`config.mk`:
```
export PLATFORM = sky130hd
export DESIGN_NAME = txms_core
export DESIGN_NICKNAME = d
export VERILOG_FILES = /design/src/core/txms_pkg.sv /design/src/core/txms_core.sv
export VERILOG_INCLUDE_DIRS = /design/src /design/src/core
export SDC_FILE = /design/constraint.sdc
export NUM_CORES = 1
export LEC_CHECK = 0
export BUFFER_PORTS_ARGS = -buffer_cell sky130_fd_sc_hd__buf_2
export CAP_MARGIN = 0
export CORE_ASPECT_RATIO = 1.25
export CORE_MARGIN = 1.5
export CORE_UTILIZATION = 57
export DETAILED_ROUTE_END_ITERATION = 8
export GPL_TIMING_DRIVEN = 0
export PLACE_DENSITY = 0.92
export SLEW_MARGIN = 15
export SYNTH_ARGS = -nofsm -noshare
export SYNTH_HDL_FRONTEND = slang
export SYNTH_SLANG_ARGS = --single-unit
export TNS_END_PERCENT = 50
```
`constraint.sdc`:
```
create_clock -name pclk -period 3.2 [get_ports pclk]
set_input_delay 0.64 -clock pclk [delete_from_list [all_inputs] [get_ports pclk]]
set_output_delay 0.64 -clock pclk [all_outputs]
set_load 0.02 [all_outputs]
```
`src/core/txms_consts.svh`:
```
`ifndef TXMS_CONSTS_SVH
`define TXMS_CONSTS_SVH

// register map: byte address = page * 0x80 + index * 4
`define TXMS_PAGE_STATUS      2'h0
`define TXMS_PAGE_TABLE       2'h1
`define TXMS_PAGE_FRAME       2'h2
`define TXMS_PAGE_CTRL        2'h3
`define TXMS_IDX_EVENT_STATUS 5'h14
`define TXMS_IDX_DESC_PTR_LO  5'h1a
`define TXMS_IDX_DESC_PTR_HI  5'h1b
`define TXMS_IDX_TABLE_LIMIT  5'h14
`define TXMS_IDX_TABLE_BASE   5'h13
`define TXMS_IDX_REMAIN_LO    5'h1a
`define TXMS_IDX_REMAIN_HI    5'h1b
`define TXMS_IDX_FRAME_PTR_HI 5'h14
`define TXMS_IDX_FRAME_PTR_LO 5'h15
`define TXMS_IDX_FIFO_FREE    5'h1e
`define TXMS_IDX_CONTROL      5'h1d
`define TXMS_IDX_LENGTH_LO    5'h16
`define TXMS_IDX_LENGTH_HI    5'h17

// control register fields
`define TXMS_CTL_FCS_INHIBIT  0
`define TXMS_CTL_CHAINED      1
`define TXMS_CTL_EARLY_CHECK  2

// event status fields
`define TXMS_ST_LATE_COL      7
`define TXMS_ST_HEARTBEAT     6
`define TXMS_ST_UNDERRUN      5
`define TXMS_ST_CARRIER_DROP  4
`define TXMS_ST_ABORT         3
`define TXMS_ST_WITH_COL      2
`define TXMS_ST_NO_DEFER      1
`define TXMS_ST_SENT          0

// reset values and limits
`define TXMS_BYTE_ZERO        8'h00
`define TXMS_WORD_ZERO        16'h0000
`define TXMS_FIFO_FREE_RESET  5'h00
`define TXMS_FIFO_FREE_EMPTY  5'h10
`define TXMS_CRC_INIT         32'hffffffff
`define TXMS_CRC_POLY         32'h04c11db7
`define TXMS_LAST_BIT         3'h7
`define TXMS_LAST_FCS_BIT     5'h1f

// timing
`define TXMS_CLK_PERIOD_NS    10
`define TXMS_HB_WINDOW_NS     3600
`define TXMS_HB_CYCLES        (`TXMS_HB_WINDOW_NS / `TXMS_CLK_PERIOD_NS)
`define TXMS_SLOT_BITS        512

`endif

```
`src/core/txms_pkg.sv`:
```
package txms_pkg;

	typedef enum logic [1:0] {
		TXMS_IDLE,
		TXMS_LOAD,
		TXMS_DATA,
		TXMS_FCS
	} txms_state_t;

	typedef struct packed {
		txms_state_t state;
		logic [7:0]  shift;
		logic [2:0]  bit_num;
		logic [4:0]  fcs_num;
		logic [31:0] crc;
		logic        last;
		logic [9:0]  slot_cnt;
		logic [8:0]  hb_cnt;
		logic        hb_on;
		logic        col_s1;
		logic        col_s2;
		logic        crs_s1;
		logic        crs_s2;
		logic        crs_prev;
		logic        crs_armed;
		logic        col_any;
		logic        deferred;
		logic [7:0]  status;
		logic [7:0]  table_limit;
		logic [7:0]  table_base;
		logic [15:0] desc_ptr;
		logic [15:0] frame_ptr;
		logic [15:0] remain;
		logic [15:0] length;
		logic [2:0]  ctrl;
		logic [4:0]  fifo_free;
		logic [31:0] rdata;
		logic        err;
		logic        tx_bit;
		logic        tx_en;
		logic        done;
	} txms_regs_t;

endpackage

```
`src/core/txms_core.sv`:
```
// Operation
// RL1 - fcs inhibit sends last four buffer bytes
// RL2 - host builds check field when inhibited
// RL3 - data bytes lsb first, check msb first
// RL4 - inhibit affects transmit path only
// RL5 - 16-bit remaining-byte count, read/write
// RL6 - software leaves remaining count alone mid-transfer
// RL7 - table limit holds address bits 15..8
// RL8 - fifo free counter, 10h empty, resets zero
// RL9 - 16-bit frame pointer, resets zero
// RL10 - host starts frames on 256-byte pages
// RL11 - status cleared before each packet
// RL12 - chained mode clears only at chain start
// RL13 - late collision sets bit 7, aborts
// RL14 - heartbeat bit 6, cleared by collision window
// RL15 - underrun bit 5 on starved serializer
// RL16 - early check underrun on dma overtaking host
// RL17 - carrier loss bit 4, transmission continues
// RL18 - excessive collisions set bit 3
// RL19 - bit 2 when collided, not on aborts
// RL20 - bit 1 when sent without deferral
// RL21 - bit 0 when sent without excess or underrun
// RL22 - host loads descriptor pointer at table build
// RL23 - host length includes check field when inhibited
// RL24 - free counter tracks pushes and pops, 0..16
`include "txms_consts.svh"

module txms_core
	import txms_pkg::*;
(
	input  wire logic        pclk,
	input  wire logic        presetn,
	input  wire logic        clk_en,
	input  wire logic        psel,
	input  wire logic        penable,
	input  wire logic        pwrite,
	input  wire logic [8:0]  paddr,
	input  wire logic [31:0] pwdata,
	output logic      [31:0] prdata,
	output logic             pready,
	output logic             pslverr,
	input  wire logic        bit_tick,
	input  wire logic        tx_pkt_start,
	input  wire logic        tx_retry,
	input  wire logic        tx_chain_start,
	input  wire logic        tx_deferred,
	input  wire logic        tx_excess_abort,
	input  wire logic        tx_byte_valid,
	input  wire logic [7:0]  tx_byte,
	input  wire logic        tx_byte_last,
	output logic             tx_byte_pop,
	input  wire logic        dma_byte_push,
	input  wire logic        dma_done,
	input  wire logic        dma_active,
	input  wire logic [15:0] dma_rd_addr,
	input  wire logic [15:0] host_wr_addr,
	input  wire logic        collision_pin,
	input  wire logic        carrier_pin,
	output logic             tx_data,
	output logic             tx_enable,
	output logic             tx_pkt_done,
	output logic [15:0]      frame_ptr,
	output logic [15:0]      desc_ptr,
	output logic [7:0]       table_base,
	output logic [7:0]       table_limit,
	output logic [15:0]      remain_count,
	output logic             fcs_inhibit
);

	txms_regs_t q;
	txms_regs_t next_q;

	logic [1:0] page;
	logic [4:0] index;
	logic       setup;
	logic       access;
	logic       wr;
	logic       tick;
	logic       active;

	assign page   = paddr[8:7];
	assign index  = paddr[6:2];
	assign setup  = psel & ~penable;
	assign access = psel & penable;
	assign wr     = clk_en & access & pwrite & ~q.err;
	assign tick   = clk_en & bit_tick;
	assign active = (q.state == TXMS_DATA) || (q.state == TXMS_FCS);

	assign prdata       = q.rdata;
	assign pready       = access;
	assign pslverr      = access & q.err;
	assign tx_data      = q.tx_bit;
	assign tx_enable    = q.tx_en;
	assign tx_pkt_done  = q.done;
	assign frame_ptr    = q.frame_ptr;
	assign desc_ptr     = q.desc_ptr;
	assign table_base   = q.table_base;
	assign table_limit  = q.table_limit;
	assign remain_count = q.remain;
	assign fcs_inhibit  = q.ctrl[`TXMS_CTL_FCS_INHIBIT]; // RL4

	// byte taken from the fifo whenever the serializer waits for one and tx_byte_valid is set
	assign tx_byte_pop = clk_en & (q.state == TXMS_LOAD) & tx_byte_valid;

	always_comb begin
		logic       fb;
		logic       hit;
		logic       ro;
		logic [7:0] rd;
		logic       fin;
		logic       cut;
		fb  = 1'b0;
		hit = 1'b1;
		ro  = 1'b0;
		rd  = `TXMS_BYTE_ZERO;
		fin = 1'b0;
		cut = 1'b0;
		next_q = q;
		next_q.done = 1'b0;

		// pin synchronisers
		next_q.col_s1   = collision_pin;
		next_q.col_s2   = q.col_s1;
		next_q.crs_s1   = carrier_pin;
		next_q.crs_s2   = q.crs_s1;
		next_q.crs_prev = q.crs_s2;

		// fifo free space, clamped to its range
		if (dma_byte_push && !tx_byte_pop && q.fifo_free != `TXMS_FIFO_FREE_RESET) begin
			next_q.fifo_free = q.fifo_free - 5'h01; // RL24
		end else if (tx_byte_pop && !dma_byte_push && q.fifo_free != `TXMS_FIFO_FREE_EMPTY) begin
			next_q.fifo_free = q.fifo_free + 5'h01; // RL24
		end

		if (dma_byte_push && q.remain != `TXMS_WORD_ZERO) begin
			next_q.remain = q.remain - 16'h0001; // RL5
		end

		// heartbeat window after the end of a packet
		if (q.hb_on) begin
			if (q.col_s2) begin
				next_q.status[`TXMS_ST_HEARTBEAT] = 1'b0; // RL14
				next_q.hb_on = 1'b0;
			end else if (q.hb_cnt == 9'(`TXMS_HB_CYCLES - 1)) begin
				next_q.hb_on = 1'b0; // RL14
			end else begin
				next_q.hb_cnt = q.hb_cnt + 9'h001;
			end
		end

		if (active) begin
			if (q.crs_s2 && !q.crs_prev) begin
				next_q.crs_armed = 1'b1; // RL17
			end
			if (q.crs_armed && !q.crs_s2) begin
				next_q.status[`TXMS_ST_CARRIER_DROP] = 1'b1; // RL17
			end
			if (q.ctrl[`TXMS_CTL_EARLY_CHECK] && dma_active && dma_rd_addr >= host_wr_addr) begin
				next_q.status[`TXMS_ST_UNDERRUN] = 1'b1; // RL16
			end
			if (tick && q.slot_cnt != 10'(`TXMS_SLOT_BITS)) begin
				next_q.slot_cnt = q.slot_cnt + 10'h001;
			end
		end

		case (q.state)
			TXMS_IDLE: begin
				// the last bit keeps tx_enable for its whole bit period
				if (tick) begin
					next_q.tx_en = 1'b0;
				end
				if (tx_pkt_start) begin
					if (!tx_retry && (!q.ctrl[`TXMS_CTL_CHAINED] || tx_chain_start)) begin
						next_q.status = `TXMS_BYTE_ZERO; // RL11 RL12
					end
					if (!tx_retry) begin
						next_q.col_any  = 1'b0;
						next_q.deferred = tx_deferred; // RL20
						next_q.remain   = q.length;
					end
					next_q.status[`TXMS_ST_HEARTBEAT] = 1'b1; // RL14
					next_q.hb_on     = 1'b0;
					next_q.crc       = `TXMS_CRC_INIT;
					next_q.slot_cnt  = 10'h000;
					next_q.crs_armed = 1'b0;
					next_q.state     = TXMS_LOAD;
				end
			end
			TXMS_LOAD: begin
				if (tx_byte_valid) begin
					next_q.shift   = tx_byte;
					next_q.last    = tx_byte_last;
					next_q.bit_num = 3'h0;
					next_q.state   = TXMS_DATA;
				end else if (tick && !dma_done) begin
					next_q.status[`TXMS_ST_UNDERRUN] = 1'b1; // RL15
					next_q.state = TXMS_IDLE;
					next_q.done  = 1'b1;
					cut = 1'b1;
				end else if (tick) begin
					fin = 1'b1;
					cut = 1'b1;
				end
			end
			TXMS_DATA: begin
				if (tick) begin
					next_q.tx_en   = 1'b1;
					next_q.tx_bit  = q.shift[0]; // RL3
					next_q.shift   = {1'b0, q.shift[7:1]};
					next_q.bit_num = q.bit_num + 3'h1;
					fb = q.crc[31] ^ q.shift[0];
					next_q.crc = {q.crc[30:0], 1'b0} ^ (fb ? `TXMS_CRC_POLY : 32'h00000000);
					if (q.bit_num == `TXMS_LAST_BIT) begin
						if (!q.last) begin
							next_q.state = TXMS_LOAD;
						end else if (q.ctrl[`TXMS_CTL_FCS_INHIBIT]) begin
							fin = 1'b1; // RL1
						end else begin
							next_q.fcs_num = 5'h00;
							next_q.state   = TXMS_FCS;
						end
					end
				end
			end
			TXMS_FCS: begin
				if (tick) begin
					next_q.tx_en   = 1'b1;
					next_q.tx_bit  = ~q.crc[31]; // RL3
					next_q.crc     = {q.crc[30:0], 1'b1};
					next_q.fcs_num = q.fcs_num + 5'h01;
					if (q.fcs_num == `TXMS_LAST_FCS_BIT) begin
						fin = 1'b1;
					end
				end
			end
			default: begin
				next_q.state = TXMS_IDLE;
			end
		endcase

		// done comes with the last bit, which still has one bit period to run
		if (fin) begin
			next_q.state = TXMS_IDLE;
			next_q.done  = 1'b1;
			next_q.hb_on  = 1'b1; // RL14
			next_q.hb_cnt = 9'h000;
			if (!q.status[`TXMS_ST_UNDERRUN]) begin
				next_q.status[`TXMS_ST_SENT] = 1'b1; // RL21
			end
			if (q.col_any) begin
				next_q.status[`TXMS_ST_WITH_COL] = 1'b1; // RL19
			end
			if (!q.deferred) begin
				next_q.status[`TXMS_ST_NO_DEFER] = 1'b1; // RL20
			end
		end

		// collisions and aborts override a normal end of frame
		if (q.state != TXMS_IDLE && q.col_s2) begin
			cut = 1'b1;
			next_q.state = TXMS_IDLE;
			next_q.done  = 1'b1;
			next_q.hb_on = 1'b0;
			next_q.status[`TXMS_ST_SENT]     = 1'b0;
			next_q.status[`TXMS_ST_WITH_COL] = 1'b0;
			next_q.status[`TXMS_ST_NO_DEFER] = 1'b0;
			if (q.slot_cnt == 10'(`TXMS_SLOT_BITS)) begin
				next_q.status[`TXMS_ST_LATE_COL] = 1'b1; // RL13
				next_q.col_any = 1'b0; // RL19
			end else begin
				next_q.col_any = 1'b1;
			end
		end
		if (tx_excess_abort) begin
			// an abort ends the attempt like any other, so it pulses done
			if (q.state != TXMS_IDLE) begin
				next_q.done = 1'b1;
			end
			cut = 1'b1;
			next_q.state = TXMS_IDLE;
			next_q.hb_on = 1'b0;
			next_q.col_any = 1'b0; // RL19
			next_q.status[`TXMS_ST_ABORT]    = 1'b1; // RL18
			next_q.status[`TXMS_ST_SENT]     = 1'b0; // RL21
			next_q.status[`TXMS_ST_WITH_COL] = 1'b0;
		end
		// a cut frame drops tx_enable at once
		if (cut) begin
			next_q.tx_en = 1'b0;
		end

		// register read mux and decode, captured in the setup cycle
		case ({page, index})
			{`TXMS_PAGE_STATUS, `TXMS_IDX_EVENT_STATUS}: begin
				rd = q.status;
				ro = 1'b1;
			end
			{`TXMS_PAGE_STATUS, `TXMS_IDX_DESC_PTR_LO}: rd = q.desc_ptr[7:0];
			{`TXMS_PAGE_STATUS, `TXMS_IDX_DESC_PTR_HI}: rd = q.desc_ptr[15:8];
			{`TXMS_PAGE_TABLE, `TXMS_IDX_TABLE_LIMIT}:  rd = q.table_limit;
			{`TXMS_PAGE_TABLE, `TXMS_IDX_TABLE_BASE}:   rd = q.table_base;
			{`TXMS_PAGE_TABLE, `TXMS_IDX_REMAIN_LO}:    rd = q.remain[7:0];
			{`TXMS_PAGE_TABLE, `TXMS_IDX_REMAIN_HI}:    rd = q.remain[15:8];
			{`TXMS_PAGE_FRAME, `TXMS_IDX_FRAME_PTR_HI}: rd = q.frame_ptr[15:8];
			{`TXMS_PAGE_FRAME, `TXMS_IDX_FRAME_PTR_LO}: rd = q.frame_ptr[7:0];
			{`TXMS_PAGE_FRAME, `TXMS_IDX_FIFO_FREE}: begin
				rd = {3'h0, q.fifo_free}; // RL8
				ro = 1'b1;
			end
			{`TXMS_PAGE_CTRL, `TXMS_IDX_CONTROL}:   rd = {5'h00, q.ctrl};
			{`TXMS_PAGE_CTRL, `TXMS_IDX_LENGTH_LO}: rd = q.length[7:0];
			{`TXMS_PAGE_CTRL, `TXMS_IDX_LENGTH_HI}: rd = q.length[15:8];
			default: hit = 1'b0;
		endcase
		if (setup) begin
			next_q.rdata = {24'h000000, rd};
			next_q.err   = ~hit | (paddr[1:0] != 2'h0) | (ro & pwrite);
		end

		if (wr) begin
			case ({page, index})
				{`TXMS_PAGE_STATUS, `TXMS_IDX_DESC_PTR_LO}: next_q.desc_ptr[7:0]  = pwdata[7:0];
				{`TXMS_PAGE_STATUS, `TXMS_IDX_DESC_PTR_HI}: next_q.desc_ptr[15:8] = pwdata[7:0];
				{`TXMS_PAGE_TABLE, `TXMS_IDX_TABLE_LIMIT}:  next_q.table_limit = pwdata[7:0]; // RL7
				{`TXMS_PAGE_TABLE, `TXMS_IDX_TABLE_BASE}:   next_q.table_base  = pwdata[7:0];
				{`TXMS_PAGE_TABLE, `TXMS_IDX_REMAIN_LO}:    next_q.remain[7:0]  = pwdata[7:0]; // RL5
				{`TXMS_PAGE_TABLE, `TXMS_IDX_REMAIN_HI}:    next_q.remain[15:8] = pwdata[7:0]; // RL5
				{`TXMS_PAGE_FRAME, `TXMS_IDX_FRAME_PTR_HI}: next_q.frame_ptr[15:8] = pwdata[7:0]; // RL9
				{`TXMS_PAGE_FRAME, `TXMS_IDX_FRAME_PTR_LO}: next_q.frame_ptr[7:0]  = pwdata[7:0]; // RL9
				{`TXMS_PAGE_CTRL, `TXMS_IDX_CONTROL}:       next_q.ctrl = pwdata[2:0];
				{`TXMS_PAGE_CTRL, `TXMS_IDX_LENGTH_LO}:     next_q.length[7:0]  = pwdata[7:0];
				{`TXMS_PAGE_CTRL, `TXMS_IDX_LENGTH_HI}:     next_q.length[15:8] = pwdata[7:0];
				default: begin
				end
			endcase
		end
	end

	always_ff @(posedge pclk or negedge presetn) begin
		if (!presetn) begin
			q <= '0; // RL8 RL9
			q.state <= TXMS_IDLE;
			q.crc   <= `TXMS_CRC_INIT;
		end else if (clk_en) begin
			q <= next_q;
		end
	end

endmodule

```
==> impl_summary.md <==
Outcome
The run finished with clean final reports.

Drt
After detailed routing, the number of remaining DRC violations is 0. The detailed-router iteration count before antenna repair is 8. In this run the remaining antenna-violating nets after routing total 0. The wire length per cell is 20.20 um.

The first routing iteration left 1009 violations. Summed over all layers, the routed wires come to 32.68 mm. The routed via count is 9981.

In the routed layout, each cell is associated on average with a via count of 6.169.

Clock network
Clock tree synthesis inserted a total of 17 buffers. Clock tree synthesis selected as its root buffer the cell sky130_fd_sc_hd__clkbuf_16. The CTS tree is done. The clock tree buffer depth is 2. CTS built an H-tree with a depth of 4.

The number of buffers inserted by post-CTS setup repair is 0. The clock sink total is 187. The post-cts gate resize count is 0. The clock reaches the later pin of the worst-skew pair after 0.44 ns. The clock transition time at the flip-flop clock pins of the worst setup and hold paths is 0.07 ns. The count of hold-fix buffers inserted at cts is 0.

Pwr
The clock network burns 30.0% of the power. The power density of the placed cells is 539.3 nW/um^2. The internal portion of the total power is 4.556 mW. The combinational group share of total power is 28.2%. Across the VDD grid, the largest voltage drop is 0.0004262 V.

The static power due to leakage is 6.261 nW. The sequential power share is 41.9%. The net switching power of the design is 2.497 mW.

Net switching is 35.41% of the power.

GRT
The total global-route track usage is 32.08%. The global-route met2 utilization is 54.52%. The pin count of the biggest net entering global routing is 105. The global routing stage identified its most utilized layer as met2. The via count of the first global-routing pass is 9784.

Global routing consumed, on the met3 layer, 5.496% of the routing resources. For met1 alone, demand over resource in global routing was 38.57%. The global-route wire length before repair is 51.36 mm.

The initial antenna violation count came to 0. The total global routing overflow is 0.

Synth
The Yosys step of the flow raised 0 warnings. A synthesized cell averages 9.821 um^2. The number of flops mapped to enable cells by yosys is 0. Sorting the synthesized cells by area gives the leading types as sky130_fd_sc_hd__dfrtp_1 (34%), sky130_fd_sc_hd__mux2_2 (7.8%), sky130_fd_sc_hd__dfstp_2 (7.4%).

Synthesis instantiated 90 different standard cells from the library. The share of the Yosys chip area taken by registers is 41.72%. Summing every instance area after synthesis gives 11310 um^2. sky130_fd_sc_hd__dfrtp_1 takes more of the synthesized area than any other cell. The top cell type by area accounts for 34.28% of the synthesized area. Counting flops and latches in the post-synthesis netlist gives 187. The prevailing post-synth register cell is sky130_fd_sc_hd__dfrtp_1. The synthesized netlist cell count is 1152. In the synthesized netlist the async set-or-reset flop fraction comes to 100.0%.

STA
Based on the critical path, the design can be clocked at up to 0.3644 GHz. The worst path setup slack after routing is 0.4555 ns. The worst hold slack is 0.2469 ns. Setup violations remaining at the end of the flow were counted as 0.

The number of hold violations in the final report is 0. Clock skew on the completed layout was measured at 0.008023 ns. The minimum clock period after layout is 2.745 ns. The final-report max-slew violation count is 0.

For the pin with the worst max-slew slack, the measured transition is 1.011 ns. The normalized max-slew margin is 32.06%. Setup repair after global routing left no endpoint under its margin. Of the available clock period, the critical path in the final layout requires 85.77%.

Setup path
The number of gates on the worst path with buffers counted is 6. In this run the critical register-to-register path is launched from q[210]. The worst setup path is captured at a register.

The number of buffers and inverters on the critical path is 1. Data on the critical path is required at its endpoint by 3.52 ns. The signal on the critical path passes through clkbuf_1 -> nand3b_1 -> nor3_1 -> nand2_1 -> a41oi_1 -> nand3_1. The delay contributed by the slowest stage of the critical path is 0.91 ns. The number of cells traversed by the worst register-to-register path is 10. The capture point of the worst reg-to-reg path is remain_count[15].

The critical path in this run is classified as in2reg. The critical path's slowest cell is sky130_fd_sc_hd__nor3_1. The maximum fanout encountered on the critical timing path is 10. The type of element launching the critical path is an input port.

STA puts the critical path data arrival time at 3.06 ns. The flop-to-flop setup slack is 0.46 ns. On the critical path the largest part of the delay comes from simple AND/OR/NAND/NOR gates.

Place
The count of buffers from port buffering is 145. The post-place instance area is 12490 um^2. The minimum setup slack after placement is 0.07698 ns.

At the end of routability-driven placement, the weighted congestion stood at 0.9941. Summed over all nets, the half-perimeter wirelength after detailed placement is 24.19 mm. In this run, placement finished with an instance count of 1586.

Run
The tool flagged a number of max-cap violations equal to 0.

Final layout
The number of antenna repair diodes is 0. Fill cells in the final layout number 1506. The proportion of layout cells with a drive suffix above 1 is 31.26%. With fillers left out, the area of the finished cells amounts to 13080 um^2. For this run, the number of standard cells in the final layout without fillers is 1618. The register cell area after layout is 4720 um^2. The multi-input combinational cells in the finished layout cover a total of 5527 um^2.

In the final design database the tool counted 1473 nets. The end-of-flow core utilization is 67.17%. In the layout the commonest cells are sky130_fd_sc_hd__dfrtp_1 (155), sky130_fd_sc_hd__buf_2 (151), sky130_fd_sc_hd__buf_4 (97), sky130_fd_sc_hd__nand2_1 (90), sky130_fd_sc_hd__nor2_1 (82). The growth of design area from synthesis to finish is 15.59%.

Leaving out fill and tap cells, the most frequent cell in the layout is sky130_fd_sc_hd__dfrtp_1.

Worst hold path
The min-delay analysis places its worst path in the category in2async.

Floorplan
The initial utilization of the core area, before any placement, comes to 58.11%. After floorplanning, the core was sized to cover 19470 um^2. The die area is 20710 um^2. The horizontal extent of the die is 129.0 um. From bottom edge to top edge, the die measures 160.5 um. The initialized floorplan defines 57 standard-cell rows. During I/O placement, the number of pins put on the boundary was 203.
==> logic make-up (layout without fill, tap and decap cells) <==
group           after synthesis  count (layout)  synth area share (%)
compound gates              265             265                 16.61
other cells                   1              24               0.03315
buf+inv                     200             378                 10.20
simple gates                348             348                 16.59
flops                       187             187                 41.72
xor+xnor                     16              16                 1.239
fa+ha+maj                    33              33                 3.716
mux                         102             102                 9.898
==> synth_stat cells, types with 13 or more instances <==
master	instances
sky130_fd_sc_hd__o22a_1	33
sky130_fd_sc_hd__mux2_2	78
sky130_fd_sc_hd__nand3_1	29
sky130_fd_sc_hd__o21ai_0	56
sky130_fd_sc_hd__buf_4	97
sky130_fd_sc_hd__clkbuf_1	45
sky130_fd_sc_hd__mux2i_1	23
sky130_fd_sc_hd__and3_1	15
sky130_fd_sc_hd__nor2_1	82
sky130_fd_sc_hd__dfrtp_1	155
sky130_fd_sc_hd__inv_1	39
sky130_fd_sc_hd__o31ai_1	14
sky130_fd_sc_hd__nor3_1	20
sky130_fd_sc_hd__a21oi_1	41
sky130_fd_sc_hd__ha_1	32
sky130_fd_sc_hd__a31oi_1	13
sky130_fd_sc_hd__nor2b_1	20
sky130_fd_sc_hd__nand2_1	90
sky130_fd_sc_hd__dfstp_2	32
==> worst reg2reg max path: stages (launching register included) <==
cell,delay [ns]
sky130_fd_sc_hd__dfrtp_1,0.44
sky130_fd_sc_hd__inv_1,0.11
sky130_fd_sc_hd__ha_1,0.20
sky130_fd_sc_hd__clkbuf_1,0.32
sky130_fd_sc_hd__and3b_1,0.23
sky130_fd_sc_hd__clkbuf_1,0.43
sky130_fd_sc_hd__clkbuf_1,0.50
sky130_fd_sc_hd__nand2_1,0.10
sky130_fd_sc_hd__a21oi_1,0.11
sky130_fd_sc_hd__o21ai_0,0.11
sky130_fd_sc_hd__nand3_1,0.13
==> through the flow <==
step	total power, mW	TNS (ns)
5_1_grt	7.397	0
3_5_place_dp	4.937	0
4_1_cts	7.020	0
2_1_floorplan	4.310	0
6_report	7.053	0
3_3_place_gp	4.844	-223.16
==> flip-flops by register name, indices dropped and copies added (netlist names) <==
name / flops
prdata: 8
frame_ptr: 16
tx_data: 1
tx_enable: 1
next_q: 3
table_base: 8
desc_ptr: 16
table_limit: 8
q: 108
fcs_inhibit: 1
remain_count: 16
tx_pkt_done: 1
==> area by class of cell <==
type	count	share of cell area, %
well taps	265	2.535
multi-input cells	788	42.26
repair buffers	146	5.836
inverters	39	1.119
clock buffers	17	3.253
flip-flops and latches	187	36.09
plain buffers	161	7.702
clock inverters	15	1.206
==> layer usage <==
layer | vias up | wire length (um) | share of wire (%)
met5 | - | 0 | 0
met4 | 0 | 1819 | 5.6
met3 | 134 | 2463 | 7.5
met2 | 554 | 16320 | 50
met1 | 4838 | 12080 | 37
li1 | 4455 | - | -
==> power by group through the flow <==
stage	clock (mW)	sequential [mW]	combinational (mW)
finish	2.11	2.95	1.99
global route	2.23	2.98	2.19
CTS	2.12	2.94	1.96
detailed placement	0	2.98	1.96
global placement	0	2.96	1.88
floorplan	0	2.86	1.45
==> how the worst max path moves through the flow <==
stage / startpoint / endpoint / slack [ns]
after floorplan: q[37] / q[40] / 0.79
after global placement: presetn / q[147] / -1.39
after detailed placement: paddr[3] / remain_count[15] / 0.08
after CTS: q[37] / q[40] / 0.53
after global routing: paddr[3] / remain_count[15] / 0.22
final: paddr[3] / remain_count[15] / 0.46
(Power assumes the default switching activity.)
